## src/rcf_pkg.sv

```systemverilog
package rcf_pkg;
	localparam int ADDR_W = 32;
	localparam int DATA_W = 32;
	// ring size in dwords: up to 2MB / 4 bytes
	localparam int HEAD_W = 19;
	localparam int LEN_W = 9;
	localparam int WRAP_W = 11;
	localparam int PAGE_SHIFT = 12;
	localparam int PAGE_DW_SHIFT = 10;
	localparam int DW_SHIFT = 2;
	localparam logic [LEN_W-1:0] LEN_MAX_PAGES = 9'h1FF;
	// 64KB and 128KB report boundaries in dword offset bits
	localparam int RPT_BIT_64K = 14;
	localparam int RPT_BIT_128K = 15;
	localparam logic [ADDR_W-1:0] RPT_SLOT_BYTES = 32'h00000004;
	// command type field position
	localparam int CMD_TYPE_LSB = 29;
	localparam logic [2:0] CMD_TYPE_MI = 3'h0;
	localparam logic [2:0] CMD_TYPE_2D = 3'h2;
	localparam logic [2:0] CMD_TYPE_3D = 3'h3;
	// head pointer register layout
	localparam int HP_WRAP_LSB = 21;
	localparam int HP_OFF_LSB = 2;
	typedef enum logic [3:0] {
		RCF_IDLE = 4'h1,
		RCF_FETCH = 4'h2,
		RCF_WAIT = 4'h4,
		RCF_REPORT = 4'h8
	} rcf_state_e;
endpackage

```

## src/rcf_ring_fetch.sv

```systemverilog
// Operation
// - ring has start, length, head and tail settings with control fields
// - fetching only happens while the valid bit is set; a fetch already started still runs to completion after valid clears
// - toggling valid changes no other ring field, head kept
// - start address is a 4KB aligned linear base
// - length counts whole 4KB pages, at most 2MB
// - head is dword offset of next command, advanced on parse
// - data may be fetched ahead of downstream completion
// - ring is empty and idle when head equals tail
// - wrap count increments each time head wraps to start
// - wrap count shares the reported dword with head offset
// - smaller tail write means commands wrapped past buffer end
// - tail register holds an ownership semaphore flag
// - auto report on 64KB or 128KB head boundary crossing
// - report stores full head pointer at ring slot in status page
// - command type decoded and routed per parser mode
// - mutex disabled: flag reads zero, writes ignored
// - mutex enabled: read sets flag, tail write clears it
module rcf_ring_fetch (
	// clock and reset
	input wire logic clock,
	input wire logic rst_n,
	// ring programming
	input wire logic startWrite,
	input wire logic [rcf_pkg::ADDR_W-1:0] startAddrIn,
	input wire logic lengthWrite,
	input wire logic [rcf_pkg::LEN_W-1:0] lengthPagesIn,
	input wire logic headWrite,
	input wire logic [rcf_pkg::HEAD_W-1:0] headOffsetIn,
	input wire logic [rcf_pkg::WRAP_W-1:0] headWrapIn,
	input wire logic tailWrite,
	input wire logic [rcf_pkg::HEAD_W-1:0] tailOffsetIn,
	input wire logic tailRead,
	input wire logic validWrite,
	input wire logic validIn,
	input wire logic autoReportEnable,
	input wire logic reportSelect128k,
	// parser mode and status page
	input wire logic ringMutexEnable,
	input wire logic [2:0] engineDisable,
	input wire logic [rcf_pkg::ADDR_W-1:0] statusPageBase,
	input wire logic [rcf_pkg::ADDR_W-1:0] ringSlotOffset,
	// ring state readback
	output logic [rcf_pkg::ADDR_W-1:0] startAddr,
	output logic [rcf_pkg::LEN_W-1:0] lengthPages,
	output logic [rcf_pkg::HEAD_W-1:0] headOffset,
	output logic [rcf_pkg::WRAP_W-1:0] headWrap,
	output logic [rcf_pkg::HEAD_W-1:0] tailOffset,
	output logic inUse,
	output logic ringValid,
	output logic ringEmpty,
	output logic [rcf_pkg::DATA_W-1:0] headPointer,
	// memory port
	output logic memReq,
	output logic memWrite,
	output logic [rcf_pkg::ADDR_W-1:0] memAddr,
	output logic [rcf_pkg::DATA_W-1:0] memWdata,
	input wire logic memGrant,
	input wire logic memRvalid,
	input wire logic [rcf_pkg::DATA_W-1:0] memRdata,
	// command output toward engines
	output logic cmdValid,
	output logic [rcf_pkg::DATA_W-1:0] cmdData,
	output logic [3:0] cmdDest,
	input wire logic cmdReady
);
	rcf_pkg::rcf_state_e state;
	logic [rcf_pkg::HEAD_W-1:0] fetchOffset;
	// ring geometry and pointer steps
	logic [rcf_pkg::HEAD_W-1:0] ringLast;
	logic [rcf_pkg::LEN_W-1:0] lastPage;
	logic fetchWraps;
	logic [rcf_pkg::HEAD_W-1:0] fetchStep;
	logic [rcf_pkg::HEAD_W-1:0] headStep;
	logic crossed64k;
	logic crossed128k;
	// address pieces
	logic [rcf_pkg::ADDR_W-1:0] fetchByteOffset;
	logic [rcf_pkg::ADDR_W-1:0] fetchAddr;
	logic [rcf_pkg::ADDR_W-1:0] reportAddr;
	logic [rcf_pkg::HEAD_W-1:0] nextHead;
	logic headWraps;
	logic crossed;
	logic reportPending;
	logic [rcf_pkg::DATA_W-1:0] reportWord;
	logic [2:0] cmdType;
	logic [3:0] dest;
	logic [rcf_pkg::HEAD_W-1:0] nextFetch;

	// last dword index; zero pages rolls over to the 2MB size
	always_comb begin
		lastPage = lengthPages - 9'h001;
		ringLast = {lastPage, {rcf_pkg::PAGE_DW_SHIFT{1'b1}}};
	end
	assign ringEmpty = (headOffset == tailOffset);

	// head step, back to zero past the last dword
	always_comb begin
		headStep = headOffset + 19'h00001;
		headWraps = (headOffset >= ringLast);
		nextHead = headWraps ? '0 : headStep;
	end

	// fetch pointer runs the same ring, wrapping past the end
	always_comb begin
		fetchStep = fetchOffset + 19'h00001;
		fetchWraps = (fetchOffset >= ringLast);
		nextFetch = fetchWraps ? '0 : fetchStep;
	end

	// boundary crossing; a wrap always counts as one
	always_comb begin
		// pick the boundary bit by select
		crossed64k = (nextHead[rcf_pkg::RPT_BIT_64K] != headOffset[rcf_pkg::RPT_BIT_64K]);
		crossed128k = (nextHead[rcf_pkg::RPT_BIT_128K] != headOffset[rcf_pkg::RPT_BIT_128K]);
		if (headWraps) begin
			crossed = 1'b1;
		end else if (reportSelect128k) begin
			crossed = crossed128k;
		end else begin
			crossed = crossed64k;
		end
	end

	assign headPointer = {headWrap, 2'h0, headOffset};
	assign reportWord = headPointer;

	// start address and length, untouched by valid
	always_ff @(posedge clock) begin
		if (!rst_n) begin
			startAddr <= '0;
			lengthPages <= '0;
		end else begin
			if (startWrite) begin
				startAddr <= {startAddrIn[rcf_pkg::ADDR_W-1:rcf_pkg::PAGE_SHIFT],
					12'h000};
			end
			if (lengthWrite) begin
				lengthPages <= lengthPagesIn;
			end
		end
	end

	// valid bit alone; other fields kept
	always_ff @(posedge clock) begin
		if (!rst_n) begin
			ringValid <= 1'b0;
		end else if (validWrite) begin
			ringValid <= validIn;
		end
	end

	// tail and ownership flag
	always_ff @(posedge clock) begin
		if (!rst_n) begin
			tailOffset <= '0;
			inUse <= 1'b0;
		end else begin
			if (tailWrite) begin
				tailOffset <= {tailOffsetIn[rcf_pkg::HEAD_W-1:1], 1'b0};
			end
			if (!ringMutexEnable) begin
				inUse <= 1'b0;
			end else if (tailWrite) begin
				inUse <= 1'b0;
			end else if (tailRead) begin
				inUse <= 1'b1;
			end
		end
	end

	// head offset and wrap count
	always_ff @(posedge clock) begin
		if (!rst_n) begin
			headOffset <= '0;
			headWrap <= '0;
		end else if (headWrite) begin
			headOffset <= headOffsetIn;
			headWrap <= headWrapIn;
		end else if (cmdValid && cmdReady) begin
			headOffset <= nextHead;
			if (headWraps) begin
				headWrap <= headWrap + 11'h001;
			end
		end
	end

	// report request on boundary crossing
	always_ff @(posedge clock) begin
		if (!rst_n) begin
			reportPending <= 1'b0;
		end else if (cmdValid && cmdReady && autoReportEnable && crossed) begin
			reportPending <= 1'b1;
		end else if (state == rcf_pkg::RCF_REPORT && memGrant) begin
			reportPending <= 1'b0;
		end
	end

	// destination decode
	always_comb begin
		cmdType = memRdata[rcf_pkg::CMD_TYPE_LSB +: 3];
		dest = 4'h1;
		case (cmdType)
			rcf_pkg::CMD_TYPE_MI: dest = 4'h1;
			rcf_pkg::CMD_TYPE_2D: dest = engineDisable[0] ? 4'h0 : 4'h2;
			rcf_pkg::CMD_TYPE_3D: dest = engineDisable[1] ? 4'h0 : 4'h4;
			default: dest = engineDisable[2] ? 4'h0 : 4'h8;
		endcase
	end

	// fetch machine; one dword in flight, may run ahead of engines
	always_ff @(posedge clock) begin
		if (!rst_n) begin
			state <= rcf_pkg::RCF_IDLE;
			fetchOffset <= '0;
			cmdValid <= 1'b0;
			cmdData <= '0;
			cmdDest <= '0;
		end else begin
			if (cmdValid && cmdReady) begin
				cmdValid <= 1'b0;
			end
			case (state)
				rcf_pkg::RCF_IDLE: begin
					if (headWrite) begin
						fetchOffset <= headOffsetIn;
					end else if (!cmdValid) begin
						fetchOffset <= headOffset;
					end
					if (reportPending) begin
						state <= rcf_pkg::RCF_REPORT;
					end else if (ringValid && !ringEmpty && !cmdValid && !headWrite) begin
						state <= rcf_pkg::RCF_FETCH;
					end
				end
				rcf_pkg::RCF_FETCH: begin
					if (memGrant) begin
						state <= rcf_pkg::RCF_WAIT;
					end
				end
				rcf_pkg::RCF_WAIT: begin
					if (memRvalid) begin
						cmdValid <= 1'b1;
						cmdData <= memRdata;
						cmdDest <= dest;
						fetchOffset <= nextFetch;
						state <= rcf_pkg::RCF_IDLE;
					end
				end
				rcf_pkg::RCF_REPORT: begin
					if (memGrant) begin
						state <= rcf_pkg::RCF_IDLE;
					end
				end
				default: state <= rcf_pkg::RCF_IDLE;
			endcase
		end
	end

	// byte addresses for a fetch and for the report slot
	always_comb begin
		fetchByteOffset = {{(rcf_pkg::ADDR_W-rcf_pkg::HEAD_W-rcf_pkg::DW_SHIFT){1'b0}},
			fetchOffset, 2'h0};
		fetchAddr = startAddr + fetchByteOffset;
		// report slot dword index scaled to bytes
		reportAddr = statusPageBase + (ringSlotOffset << rcf_pkg::DW_SHIFT);
	end

	// memory request drive
	always_comb begin
		memReq = 1'b0;
		memWrite = 1'b0;
		memWdata = '0;
		memAddr = fetchAddr;
		case (state)
			rcf_pkg::RCF_FETCH: begin
				memReq = 1'b1;
				memAddr = fetchAddr;
			end
			rcf_pkg::RCF_REPORT: begin
				memReq = 1'b1;
				memWrite = 1'b1;
				memWdata = reportWord;
				memAddr = reportAddr;
			end
			default: begin
				memReq = 1'b0;
			end
		endcase
	end
endmodule

```

## config.mk

```make
export PLATFORM = sky130hd
export DESIGN_NAME = rcf_ring_fetch
export DESIGN_NICKNAME = d
export VERILOG_FILES = /design/src/rcf_pkg.sv /design/src/rcf_ring_fetch.sv
export SDC_FILE = /design/constraint.sdc
export NUM_CORES = 1
export LEC_CHECK = 0
export BUFFER_PORTS_ARGS = -buffer_cell sky130_fd_sc_hd__clkbuf_2
export CORE_AREA = 2 2 170 172
export CTS_BUF_LIST = sky130_fd_sc_hd__clkbuf_16
export CTS_CLUSTER_SIZE = 25
export DETAILED_ROUTE_END_ITERATION = 10
export DIE_AREA = 0 0 172 174
export SYNTH_ARGS = -nofsm -noshare
export SYNTH_HDL_FRONTEND = slang
export SYNTH_SLANG_ARGS = --single-unit
```

## constraint.sdc

```tcl
create_clock -name clock -period 5.6 [get_ports clock]
set_clock_uncertainty 0.05 [all_clocks]
set_input_delay 0.56 -clock clock [delete_from_list [all_inputs] [get_ports clock]]
set_output_delay 0.56 -clock clock [all_outputs]
set_load 0.05 [all_outputs]
```

==> results of run 1 <==
==> per-layer routing <==
metal | vias up | global-route usage [%]
li1 | 5226 | -
met1 | 4796 | 28.8
met2 | 404 | 40.5
met3 | 40 | 5.12
met4 | 0 | 7.63
met5 | - | 0
==> critical path: cells and delay by family <==
family                   cells  cell delay, ns
AO/OA/AOI/OAI                7            2.44
adder cells (fa/ha/maj)      2            0.42
buffers and inverters        3            0.45
AND/OR/NAND/NOR              2            0.36
==> through the flow <==
| step | instances | hold slack, ns |
|---|---|---|
| floorplan | 1337 | 0.407 |
| global placement | 2006 | 0.401 |
| detailed placement | 2006 | 0.406 |
| CTS | 2038 | 0.295 |
| global route | 2039 | 0.308 |
| finish | 2039 | 0.310 |
==> flip-flops by register name, summed over array words and instances (netlist names), 9 cells and up <==
register / cells
tailOffset: 18
headWrap: 11
fetchOffset: 19
headOffset: 19
lengthPages: 9
startAddr: 20
cmdData: 32
==> worst max path at each step <==
stage                  end  slack, ns  cells after the start
2_1_floorplan  memAddr[30]       1.11                     12
3_3_place_gp   memAddr[26]       0.75                     14
3_5_place_dp   memAddr[28]       0.77                     14
4_1_cts        memAddr[28]       0.74                     14
5_1_grt        memAddr[28]       0.60                     14
6_report       memAddr[28]       0.78                     14
==> power groups by stage <==
stage / Combinational [mW] / Clock (mW) / Sequential, mW
floorplan: 0.897 / 0 / 1.29
global placement: 1.29 / 0 / 1.24
detailed placement: 1.30 / 0 / 1.24
CTS: 1.31 / 1.28 / 1.22
global route: 1.41 / 1.32 / 1.24
finish: 1.30 / 1.25 / 1.22
==> layout by cell type (no fill, tap or decap), types with 6 or more instances in the layout <==
master and count:
o21bai_1 6, dfxtp_1 140, buf_4 8, or3_1 10, o31a_1 6, a21oi_1 85
nand2b_1 15, conb_1 17, o21ai_0 72, clkbuf_2 398, and2_1 45, a21boi_0 48
mux2i_1 59, xnor2_1 39, a211oi_1 10, a31oi_1 7, o31ai_1 6, nand3_1 41
nor4_1 16, nor2_1 61, o22ai_1 6, a21o_1 21, and3_1 23, xor2_1 47
inv_1 32, o211ai_1 7, ha_1 50, nor3_1 14, nor2b_1 62, nand4_1 11
nand2_1 173, clkbuf_16 17, o211a_1 6
==> cells in the mapped netlist (7+ instances only) <==
master	count
nand2b_1	15
clkbuf_1	62
nor4_1	16
a211oi_1	10
nand2_1	173
nor3_1	14
nand3_1	41
and2_1	45
buf_4	47
and3_1	23
nor2_1	61
a31oi_1	7
nor2b_1	62
a21oi_1	85
buf_1	7
o21ai_0	72
xnor2_1	39
nand4_1	11
mux2i_1	59
ha_1	50
inv_1	32
or3_1	10
a21o_1	21
o211ai_1	7
xor2_1	47
a21boi_0	48
dfxtp_1	140
==> kinds of logic after synthesis <==
group / share of synthesized area, %
AO/OA/AOI/OAI: 20.7
XOR/XNOR: 7.73
adder cells (fa/ha/maj): 6.68
buffers and inverters: 7.51
flip-flops: 27.1
multiplexers: 5.83
other: 0.0363
AND/OR/NAND/NOR: 24.4
==> layout make-up <==
class / instances / area share (%)
well taps: 384 / 3.72
multi-input cells: 1044 / 52.8
inverters: 32 / 0.931
diodes: 1 / 0.0194
clock inverters: 15 / 1.64
flip-flops and latches: 140 / 21.7
clock buffers: 17 / 3.30
repair buffers: 406 / 15.9
==> results.sh, run 1 <==
export IMPL_cp_start_kind="input port"
export IMPL_setup_slack_ns=0.776
export IMPL_setup_violations=0
export IMPL_cpMostUsedCell="clkbuf_2"
export IMPL_layout_drive_gt1_share_pct=27.4
export IMPL_port_buffers=399
export IMPL_synth_edff_count=0
export IMPL_die_w_microns=172
export IMPL_timing_rr_end="headOffset[2]$_SDFFE_PN0P_"
export IMPL_htree_levels=4
export IMPL_max_slew_margin_rel_pct=22.8
export IMPL_die_area_sq_um=29900
export IMPL_clock_path_buffers=2
export IMPL_overflow=0
export IMPL_yosysUniqueCellTypes=76
export IMPL_syn_area_sq_um=10300
export IMPL_critical_path_class="input port to output pin"
export IMPL_drt_met1_wl_microns=15600
export IMPL_hold_path_end="cmdData[19]$_SDFFE_PN0P_"
export IMPL_routabilityCongestion=0.898
export IMPL_worstRegToRegCells=13
export IMPL_cts_resized=0
export IMPL_fill_cells=2939
export IMPL_p_total_mw=3.77
export IMPL_clock_latency_ns=0.43
export IMPL_met3_wirelength_microns=2670
export IMPL_ys_seq_area_share_pct=27.1
export IMPL_power_density_nw_per_um2=292
export IMPL_worst_r2r_setup_slack_ns=1.44
export IMPL_drtIter0Drc=570
export IMPL_leakage_nw=6.12
export IMPL_crit_chain="clkbuf_2, ha_1, inv_1, fa_1, nor2b_1, o31a_1, o311ai_0, o22a_1, o21ai_1, a2111oi_0, o21bai_1, nor4_1, a221o_1, clkbuf_2"
export IMPL_synthCells=1321
export IMPL_die_y_microns=174
export IMPL_multi_input_area_sq_um=6810
export IMPL_power_share_clock_pct=33.0
export IMPL_syn_avg_cell_area_sq_um=7.82
export IMPL_setup_tns_ns=0
export IMPL_wire_per_inst_microns=17.9
export IMPL_ios=432
export IMPL_grt_setup_unrepaired="no"
export IMPL_cts_sinks=140
export IMPL_drv_cap=0
export IMPL_cts_setup_buffers=0
export IMPL_drc_errors=0
export IMPL_hold_viol=0
export IMPL_yosys_top_cells_area="dfxtp_1 (27%), nand2_1 (6.3%), ha_1 (6.1%)"
export IMPL_ys_ff_latch=140
export IMPL_arrival_ns=4.21
export IMPL_nets=1897
export IMPL_root_buffer="clkbuf_16"
export IMPL_regArea_sq_um=2800
export IMPL_design_core_area_sq_um=28200
export IMPL_grt_max_degree=104
export IMPL_grtUsageTotal_pct=23.5
export IMPL_cpPeakStageDelay_ns=0.69
export IMPL_drt_vias_per_instance=5.13
export IMPL_postRouteAntennaNets=0
export IMPL_drv_slew=0
export IMPL_cts_inserted_buffers=17
export IMPL_post_route_period_util_pct=86.1
export IMPL_hp_class="input port to register"
export IMPL_wl_microns=36400
export IMPL_endpoint_kind="output pin"
export IMPL_combPwrFrac_pct=34.6
export IMPL_cpMaxStageDelayCell="o311ai_0"
export IMPL_initial_core_util_pct=36.6
export IMPL_pwr_share_seq_pct=32.4
export IMPL_cts_hold_buf=0
export IMPL_area_growth_pct=24.9
export IMPL_startpoint="ringSlotOffset[0]"
export IMPL_status="complete, no violations"
export IMPL_hpwl_microns=28200
export IMPL_required_ns=4.99
export IMPL_design_area_sq_um=12900
export IMPL_crit_fanout=5
export IMPL_grt_first_pass_wirelength_microns=54400
export IMPL_cts_tree="done"
export IMPL_synthArstFlopShare_pct=0
export IMPL_synth_top_area_share_pct=27.1
export IMPL_met2_length_microns=17400
export IMPL_dr_pass1_iters=5
export IMPL_min_from="memRdata[19]"
export IMPL_synth_top_cell_by_area="dfxtp_1"
export IMPL_via_count=10466
export IMPL_p_sw_share_pct=40.1
export IMPL_maxUsedRoutingLayer="met4"
export IMPL_place_area_sq_um=12300
export IMPL_p_int_mw=2.26
export IMPL_post_place_ws_ns=0.768
export IMPL_antenna_found_initial=1
export IMPL_grt_pass1_vias=9844
export IMPL_row_count=62
export IMPL_hold_path_cell_count=3
export IMPL_r2r_start="lengthPages[0]$_SDFFE_PN0P_"
export IMPL_ir_worst_vdd_v=0.000239
export IMPL_max_freq_mhz=207
export IMPL_synth_warnings=0
export IMPL_worstMarginPinSlew_ns=1.16
export IMPL_synth_flop_cell="dfxtp_1"
export IMPL_min_period_ns=4.82
export IMPL_clkTransAtPathRegs_ns=0.06
export IMPL_fin_util_pct=45.7
export IMPL_p_switching_mw=1.51
Note: power is estimated with default switching activity, not from simulation.
==> run 2: changes to the inputs <==
--- a/config.mk
+++ b/config.mk
@@ -6,11 +6,14 @@
 export NUM_CORES = 1
 export LEC_CHECK = 0
 export BUFFER_PORTS_ARGS = -buffer_cell sky130_fd_sc_hd__clkbuf_2
-export CORE_AREA = 2 2 170 172
+export CELL_PAD_IN_SITES_DETAIL_PLACEMENT = 2
+export CELL_PAD_IN_SITES_GLOBAL_PLACEMENT = 2
+export CORE_MARGIN = 2
+export CORE_UTILIZATION = 29
 export CTS_BUF_LIST = sky130_fd_sc_hd__clkbuf_16
 export CTS_CLUSTER_SIZE = 25
 export DETAILED_ROUTE_END_ITERATION = 10
-export DIE_AREA = 0 0 172 174
+export PLACE_DENSITY_LB_ADDON = 0.1
 export SYNTH_ARGS = -nofsm -noshare
 export SYNTH_HDL_FRONTEND = slang
 export SYNTH_SLANG_ARGS = --single-unit
==> run 2 against run 1 <==
Effect of this change:
- combinational power about the same
- maximum frequency increased by 0.12%
- core utilization decreased by 9.0 points
- worst setup slack better by 0.0058 ns
- clock-buffer cell count unchanged
- wire length grew 16%
- cell count grew 4.0%
- global-route usage decreased by 1.0 points
- largest power group unchanged
- highest routed layer unchanged
==> results.sh, run 2 (synthesis gave the netlist of run 1 again) <==
export IMPL_largest_register_ffs=32
export IMPL_postRouteAntennaNets=0
export IMPL_crit_chain="clkbuf_2, ha_1, inv_1, fa_1, nor2b_1, o31a_1, o311ai_0, o22a_1, o21ai_1, a2111oi_0, o21bai_1, nor4_1, a221o_1, clkbuf_2"
export IMPL_cpPeakStageDelay_ns=0.70
export IMPL_hpwl_microns=32600
export IMPL_grtUsageTotal_pct=22.5
export IMPL_setup_slack_ns=0.781
export IMPL_design_core_area_sq_um=35300
export IMPL_crit_family="compound AO/OA/AOI/OAI gates"
export IMPL_htree_levels=4
export IMPL_design_area_sq_um=13000
export IMPL_clock_latency_ns=0.44
export IMPL_power_density_nw_per_um2=289
export IMPL_drv_cap=0
export IMPL_place_area_sq_um=12400
export IMPL_clkTransAtPathRegs_ns=0.07
export IMPL_startpoint="statusPageBase[2]"
export IMPL_cts_sinks=140
export IMPL_drt_vias_per_instance=5.11
export IMPL_row_count=69
export IMPL_nets=1899
export IMPL_critical_path_class="input port to output pin"
export IMPL_hp_class="input port to register"
export IMPL_crit_fanout=5
export IMPL_post_route_period_util_pct=86.0
export IMPL_max_slew_margin_rel_pct=32.5
export IMPL_status="complete, no violations"
export IMPL_hold_viol=0
export IMPL_area_growth_pct=25.6
export IMPL_cpMostUsedCell="clkbuf_2"
export IMPL_grt_pass1_vias=11367
export IMPL_clock_path_buffers=2
export IMPL_root_buffer="clkbuf_16"
export IMPL_worstMarginPinSlew_ns=1.01
export IMPL_cts_setup_buffers=0
export IMPL_setup_violations=0
export IMPL_wl_microns=42300
export IMPL_routabilityCongestion=0.821
export IMPL_overflow=0
export IMPL_cts_tree="done"
export IMPL_ios=432
export IMPL_cp_start_kind="input port"
export IMPL_ir_worst_vdd_v=0.000180
export IMPL_cts_inserted_buffers=17
export IMPL_max_freq_mhz=208
export IMPL_die_y_microns=193
export IMPL_layout_drive_gt1_share_pct=27.5
export IMPL_drtIter0Drc=417
export IMPL_r2r_start="lengthPages[0]$_SDFFE_PN0P_"
export IMPL_arrival_ns=4.21
export IMPL_dr_pass1_iters=4
export IMPL_setup_tns_ns=0
export IMPL_die_area_sq_um=37100
export IMPL_largestRegisters="cmdData (32), startAddr (20)"
export IMPL_endpoint_kind="output pin"
export IMPL_drc_errors=0
export IMPL_antenna_found_initial=1
export IMPL_grt_max_degree=82
export IMPL_critPathBufInv=3
export IMPL_die_w_microns=193
export IMPL_leakage_nw=6.10
export IMPL_cts_resized=0
export IMPL_cpMaxStageDelayCell="a2111oi_0"
export IMPL_via_count=10830
export IMPL_min_from="memRdata[26]"
export IMPL_regMostFlops="cmdData"
export IMPL_min_period_ns=4.82
export IMPL_post_place_ws_ns=0.755
export IMPL_grt_first_pass_wirelength_microns=64500
export IMPL_cts_hold_buf=0
export IMPL_port_buffers=399
export IMPL_grt_setup_unrepaired="no"
export IMPL_initial_core_util_pct=29.2
export IMPL_required_ns=4.99
export IMPL_wire_per_inst_microns=20.0
export IMPL_drv_slew=0
export IMPL_mostFrequentLayoutCell="clkbuf_2"
export IMPL_final_cell_mix="clkbuf_2 (398), nand2_1 (173), dfxtp_1 (140)"
-- run 2: cell types whose count changed in the layout (fill, tap and decap cells not counted), sizes merged --
cell / change
buf: +2
bufinv: -2
clkinv: +1
clkinvlp: +2
diode: +2
inv: -1
-- run 2: worst paths after layout --
path	end	slack [ns]	depth (start not counted)
setup / recovery	memAddr[28]	0.78	14
hold reg to reg	cmdData[11]$_SDFFE_PN0P_	0.42	2
setup reg to reg	headOffset[2]$_SDFFE_PN0P_	1.13	13
hold / removal	cmdData[26]$_SDFFE_PN0P_	0.30	3
-- run 2: layout make-up --
cell class	instances	area (sq um)
multi-input combinational	1044	6810
clock buffer	17	425
timing repair buffer	408	2070
antenna	3	7.51
clock inverter	15	166
fill	4245	22300
sequential	140	2800
inverter	32	120
tap	461	577
-- run 2: per-layer routing --
layer	vias up	part of all wire, %	GRT usage (%)	wire [microns]
met5	-	0	0	0
met3	36	5.0	3.76	2100
met2	277	49	39.7	20900
met4	0	1.5	6.05	625
li1	5209	-	-	-
met1	5308	44	28.0	18700
-- run 2: worst register-to-register path: cells and delay by family (launching register included) --
kind | cells | cell delay, ns
AOI/OAI and AO/OA | 8 | 2.52
DFF | 1 | 0.63
adders and majority gates | 2 | 0.60
xor gates and xnor gates | 1 | 0.35
and+or+nand+nor | 1 | 0.16
buffers and inverters | 1 | 0.10
-- run 2: power by group --
part / internal [mW] / switching [mW] / total, mW
Combinational: 0.432 / 0.902 / 1.33
Sequential: 1.07 / 0.162 / 1.23
Clock: 0.664 / 0.518 / 1.18
-- run 2: through the flow --
step	hold slack, ns	instances	total power, mW	util (%)
global route	0.299	2117	3.96	36.7
CTS	0.282	2117	3.80	36.7
finish	0.296	2120	3.75	36.7
detailed placement	0.412	2085	2.59	35.0
floorplan	0.407	1337	2.19	-
global placement	0.403	2085	2.56	35.0
==> run 3: changes to the inputs <==
--- a/config.mk
+++ b/config.mk
@@ -14,6 +14,8 @@
 export CTS_CLUSTER_SIZE = 25
 export DETAILED_ROUTE_END_ITERATION = 10
 export PLACE_DENSITY_LB_ADDON = 0.1
+export RECOVER_POWER = 25
+export SKIP_LAST_GASP = 1
 export SYNTH_ARGS = -nofsm -noshare
 export SYNTH_HDL_FRONTEND = slang
 export SYNTH_SLANG_ARGS = --single-unit
==> run 3 against run 2 <==
Effect of this change:
- the flow now finishes with violations (max-capacitance violations, max-slew violations)
- largest power group unchanged
- global-route usage unchanged
- hold slack better by 0.00082 ns
- sequential power hardly changed
- critical endpoint unchanged
- clock-buffer cell count unchanged
- maximum frequency increased by 0.41%
- combinational power hardly changed
- clock power is essentially flat
==> results.sh, run 3 (synthesis gave the netlist of run 1 again) <==
export IMPL_power_share_clock_pct=31.5
export IMPL_cts_tree="done"
export IMPL_cpMostUsedCell="clkbuf_2"
export IMPL_port_buffers=399
export IMPL_combPwrFrac_pct=35.6
export IMPL_p_total_mw=3.75
export IMPL_mostFrequentLayoutCell="clkbuf_2"
export IMPL_drt_vias_per_instance=5.12
export IMPL_cts_inserted_buffers=17
export IMPL_clock_path_buffers=2
export IMPL_max_freq_mhz=208
export IMPL_overflow=0
export IMPL_die_y_microns=193
export IMPL_leakage_nw=5.89
export IMPL_largestRegisters="cmdData (32), startAddr (20)"
export IMPL_postRouteAntennaNets=0
export IMPL_cts_resized=0
export IMPL_cts_setup_buffers=0
export IMPL_drv_cap=1
export IMPL_cpPeakStageDelay_ns=0.70
export IMPL_hp_class="input port to register"
export IMPL_initial_core_util_pct=29.2
export IMPL_design_core_area_sq_um=35300
export IMPL_critPathBufInv=3
export IMPL_drtIter0Drc=399
export IMPL_clock_latency_ns=0.44
export IMPL_area_growth_pct=24.9
export IMPL_via_count=10846
export IMPL_crit_family="compound AO/OA/AOI/OAI gates"
export IMPL_hold_worst_slack_ns=0.297
export IMPL_endpoint_kind="output pin"
export IMPL_row_count=69
export IMPL_grtUsageTotal_pct=22.5
export IMPL_setup_slack_ns=0.801
export IMPL_drc_errors=0
export IMPL_final_cells=2120
export IMPL_grt_first_pass_wirelength_microns=64500
export IMPL_post_place_ws_ns=0.755
export IMPL_grt_pass1_vias=11367
export IMPL_cts_hold_buf=0
export IMPL_crit_chain="clkbuf_2, ha_1, inv_1, fa_1, nor2b_1, o31a_1, o311ai_0, o22a_1, o21ai_1, a2111oi_0, o21bai_1, nor4_1, a221o_1, clkbuf_2"
export IMPL_violations="max-capacitance violations, max-slew violations"
export IMPL_cts_sinks=140
export IMPL_worstMarginPinSlew_ns=3.19
export IMPL_hold_viol=0
export IMPL_pwr_share_seq_pct=32.9
export IMPL_hpwl_microns=32600
export IMPL_grt_max_degree=82
export IMPL_post_route_period_util_pct=85.7
export IMPL_antenna_found_initial=1
export IMPL_wl_microns=42300
export IMPL_grt_setup_unrepaired="no"
export IMPL_regMostFlops="cmdData"
export IMPL_dpl_cell_count=2085
export IMPL_p_switching_mw=1.58
export IMPL_ios=432
export IMPL_status="finished with violations"
export IMPL_setup_tns_ns=0
export IMPL_drv_slew=78
export IMPL_routabilityCongestion=0.821
export IMPL_nets=1899
export IMPL_root_buffer="clkbuf_16"
export IMPL_clkTransAtPathRegs_ns=0.07
export IMPL_setup_violations=0
export IMPL_required_ns=4.99
export IMPL_max_slew_margin_rel_pct=-112
export IMPL_die_area_sq_um=37100
export IMPL_fill_cells=4267
export IMPL_cp_start_kind="input port"
export IMPL_cpMaxStageDelayCell="a2111oi_0"
export IMPL_arrival_ns=4.19
export IMPL_final_cell_mix="clkbuf_2 (338), nand2_1 (173), dfxtp_1 (140)"
export IMPL_min_period_ns=4.80
export IMPL_largest_register_ffs=32
export IMPL_crit_fanout=5
export IMPL_ir_worst_vdd_v=0.000179
export IMPL_multi_input_area_sq_um=6810
export IMPL_p_sw_share_pct=42.2
export IMPL_wire_per_inst_microns=20.0
export IMPL_power_density_nw_per_um2=291
export IMPL_regArea_sq_um=2800
export IMPL_dr_pass1_iters=4
export IMPL_p_int_mw=2.17
export IMPL_critical_path_class="input port to output pin"
export IMPL_layout_drive_gt1_share_pct=23.9
export IMPL_die_w_microns=193
export IMPL_htree_levels=4
-- run 3: cell count changes in the layout (fill, tap and decap cells not counted) --
| cell | change |
|---|---|
| buf_4 | -1 |
| clkbuf_1 | +61 |
| clkbuf_2 | -60 |
-- run 3: final cells by class --
class	instances	area share, %
Clock buffer	17	3.30
Timing Repair Buffer	408	15.4
Multi-Input combinational cell	1044	52.8
Antenna cell	3	0.0582
Sequential cell	140	21.7
Tap cell	461	4.47
Inverter	32	0.931
Clock inverter	15	1.29
-- run 3: final timing paths --
check | from | endpoint | slack, ns | cells after the start
min | memRdata[26] | cmdData[26]$_SDFFE_PN0P_ | 0.30 | 3
max reg2reg | lengthPages[0]$_SDFFE_PN0P_ | headOffset[2]$_SDFFE_PN0P_ | 1.19 | 13
max | statusPageBase[2] | memAddr[28] | 0.80 | 14
min reg2reg | cmdData[11]$_SDFFE_PN0P_ | cmdData[11]$_SDFFE_PN0P_ | 0.42 | 2
-- run 3: worst reg2reg max path: stages, from the launching register on --
cell       delay, ns
dfxtp_1         0.63
inv_1           0.10
ha_1            0.28
xnor2_1         0.31
ha_1            0.32
a21o_1          0.18
o211ai_1        0.19
a21boi_0        0.14
o221ai_1        0.34
a2bb2oi_2       0.15
o31a_1          0.46
a21oi_1         0.84
nand2_1         0.16
a21boi_0        0.21
-- run 3: through the flow --
| stage | cell area [sq um] | util, % |
|---|---|---|
| floorplan | 10400 | - |
| global placement | 12400 | 35.0 |
| detailed placement | 12400 | 35.0 |
| CTS | 13000 | 36.7 |
| global route | 12900 | 36.5 |
| finish | 12900 | 36.5 |
-- run 3: layer usage --
metal	vias up	part of all wire (%)	track usage, %	wire, microns
met3	37	5.0	3.76	2100
met1	5314	44	28.0	18700
met2	282	49	39.7	20900
li1	5213	-	-	-
met4	0	1.5	6.05	639
met5	-	0	0	0
-- run 3: power groups by stage --
stage | Sequential, mW | Combinational (mW) | Clock, mW
CTS | 1.24 | 1.35 | 1.22
floorplan | 1.29 | 0.897 | 0
global route | 1.25 | 1.46 | 1.26
global placement | 1.25 | 1.31 | 0
detailed placement | 1.26 | 1.33 | 0
finish | 1.23 | 1.33 | 1.18
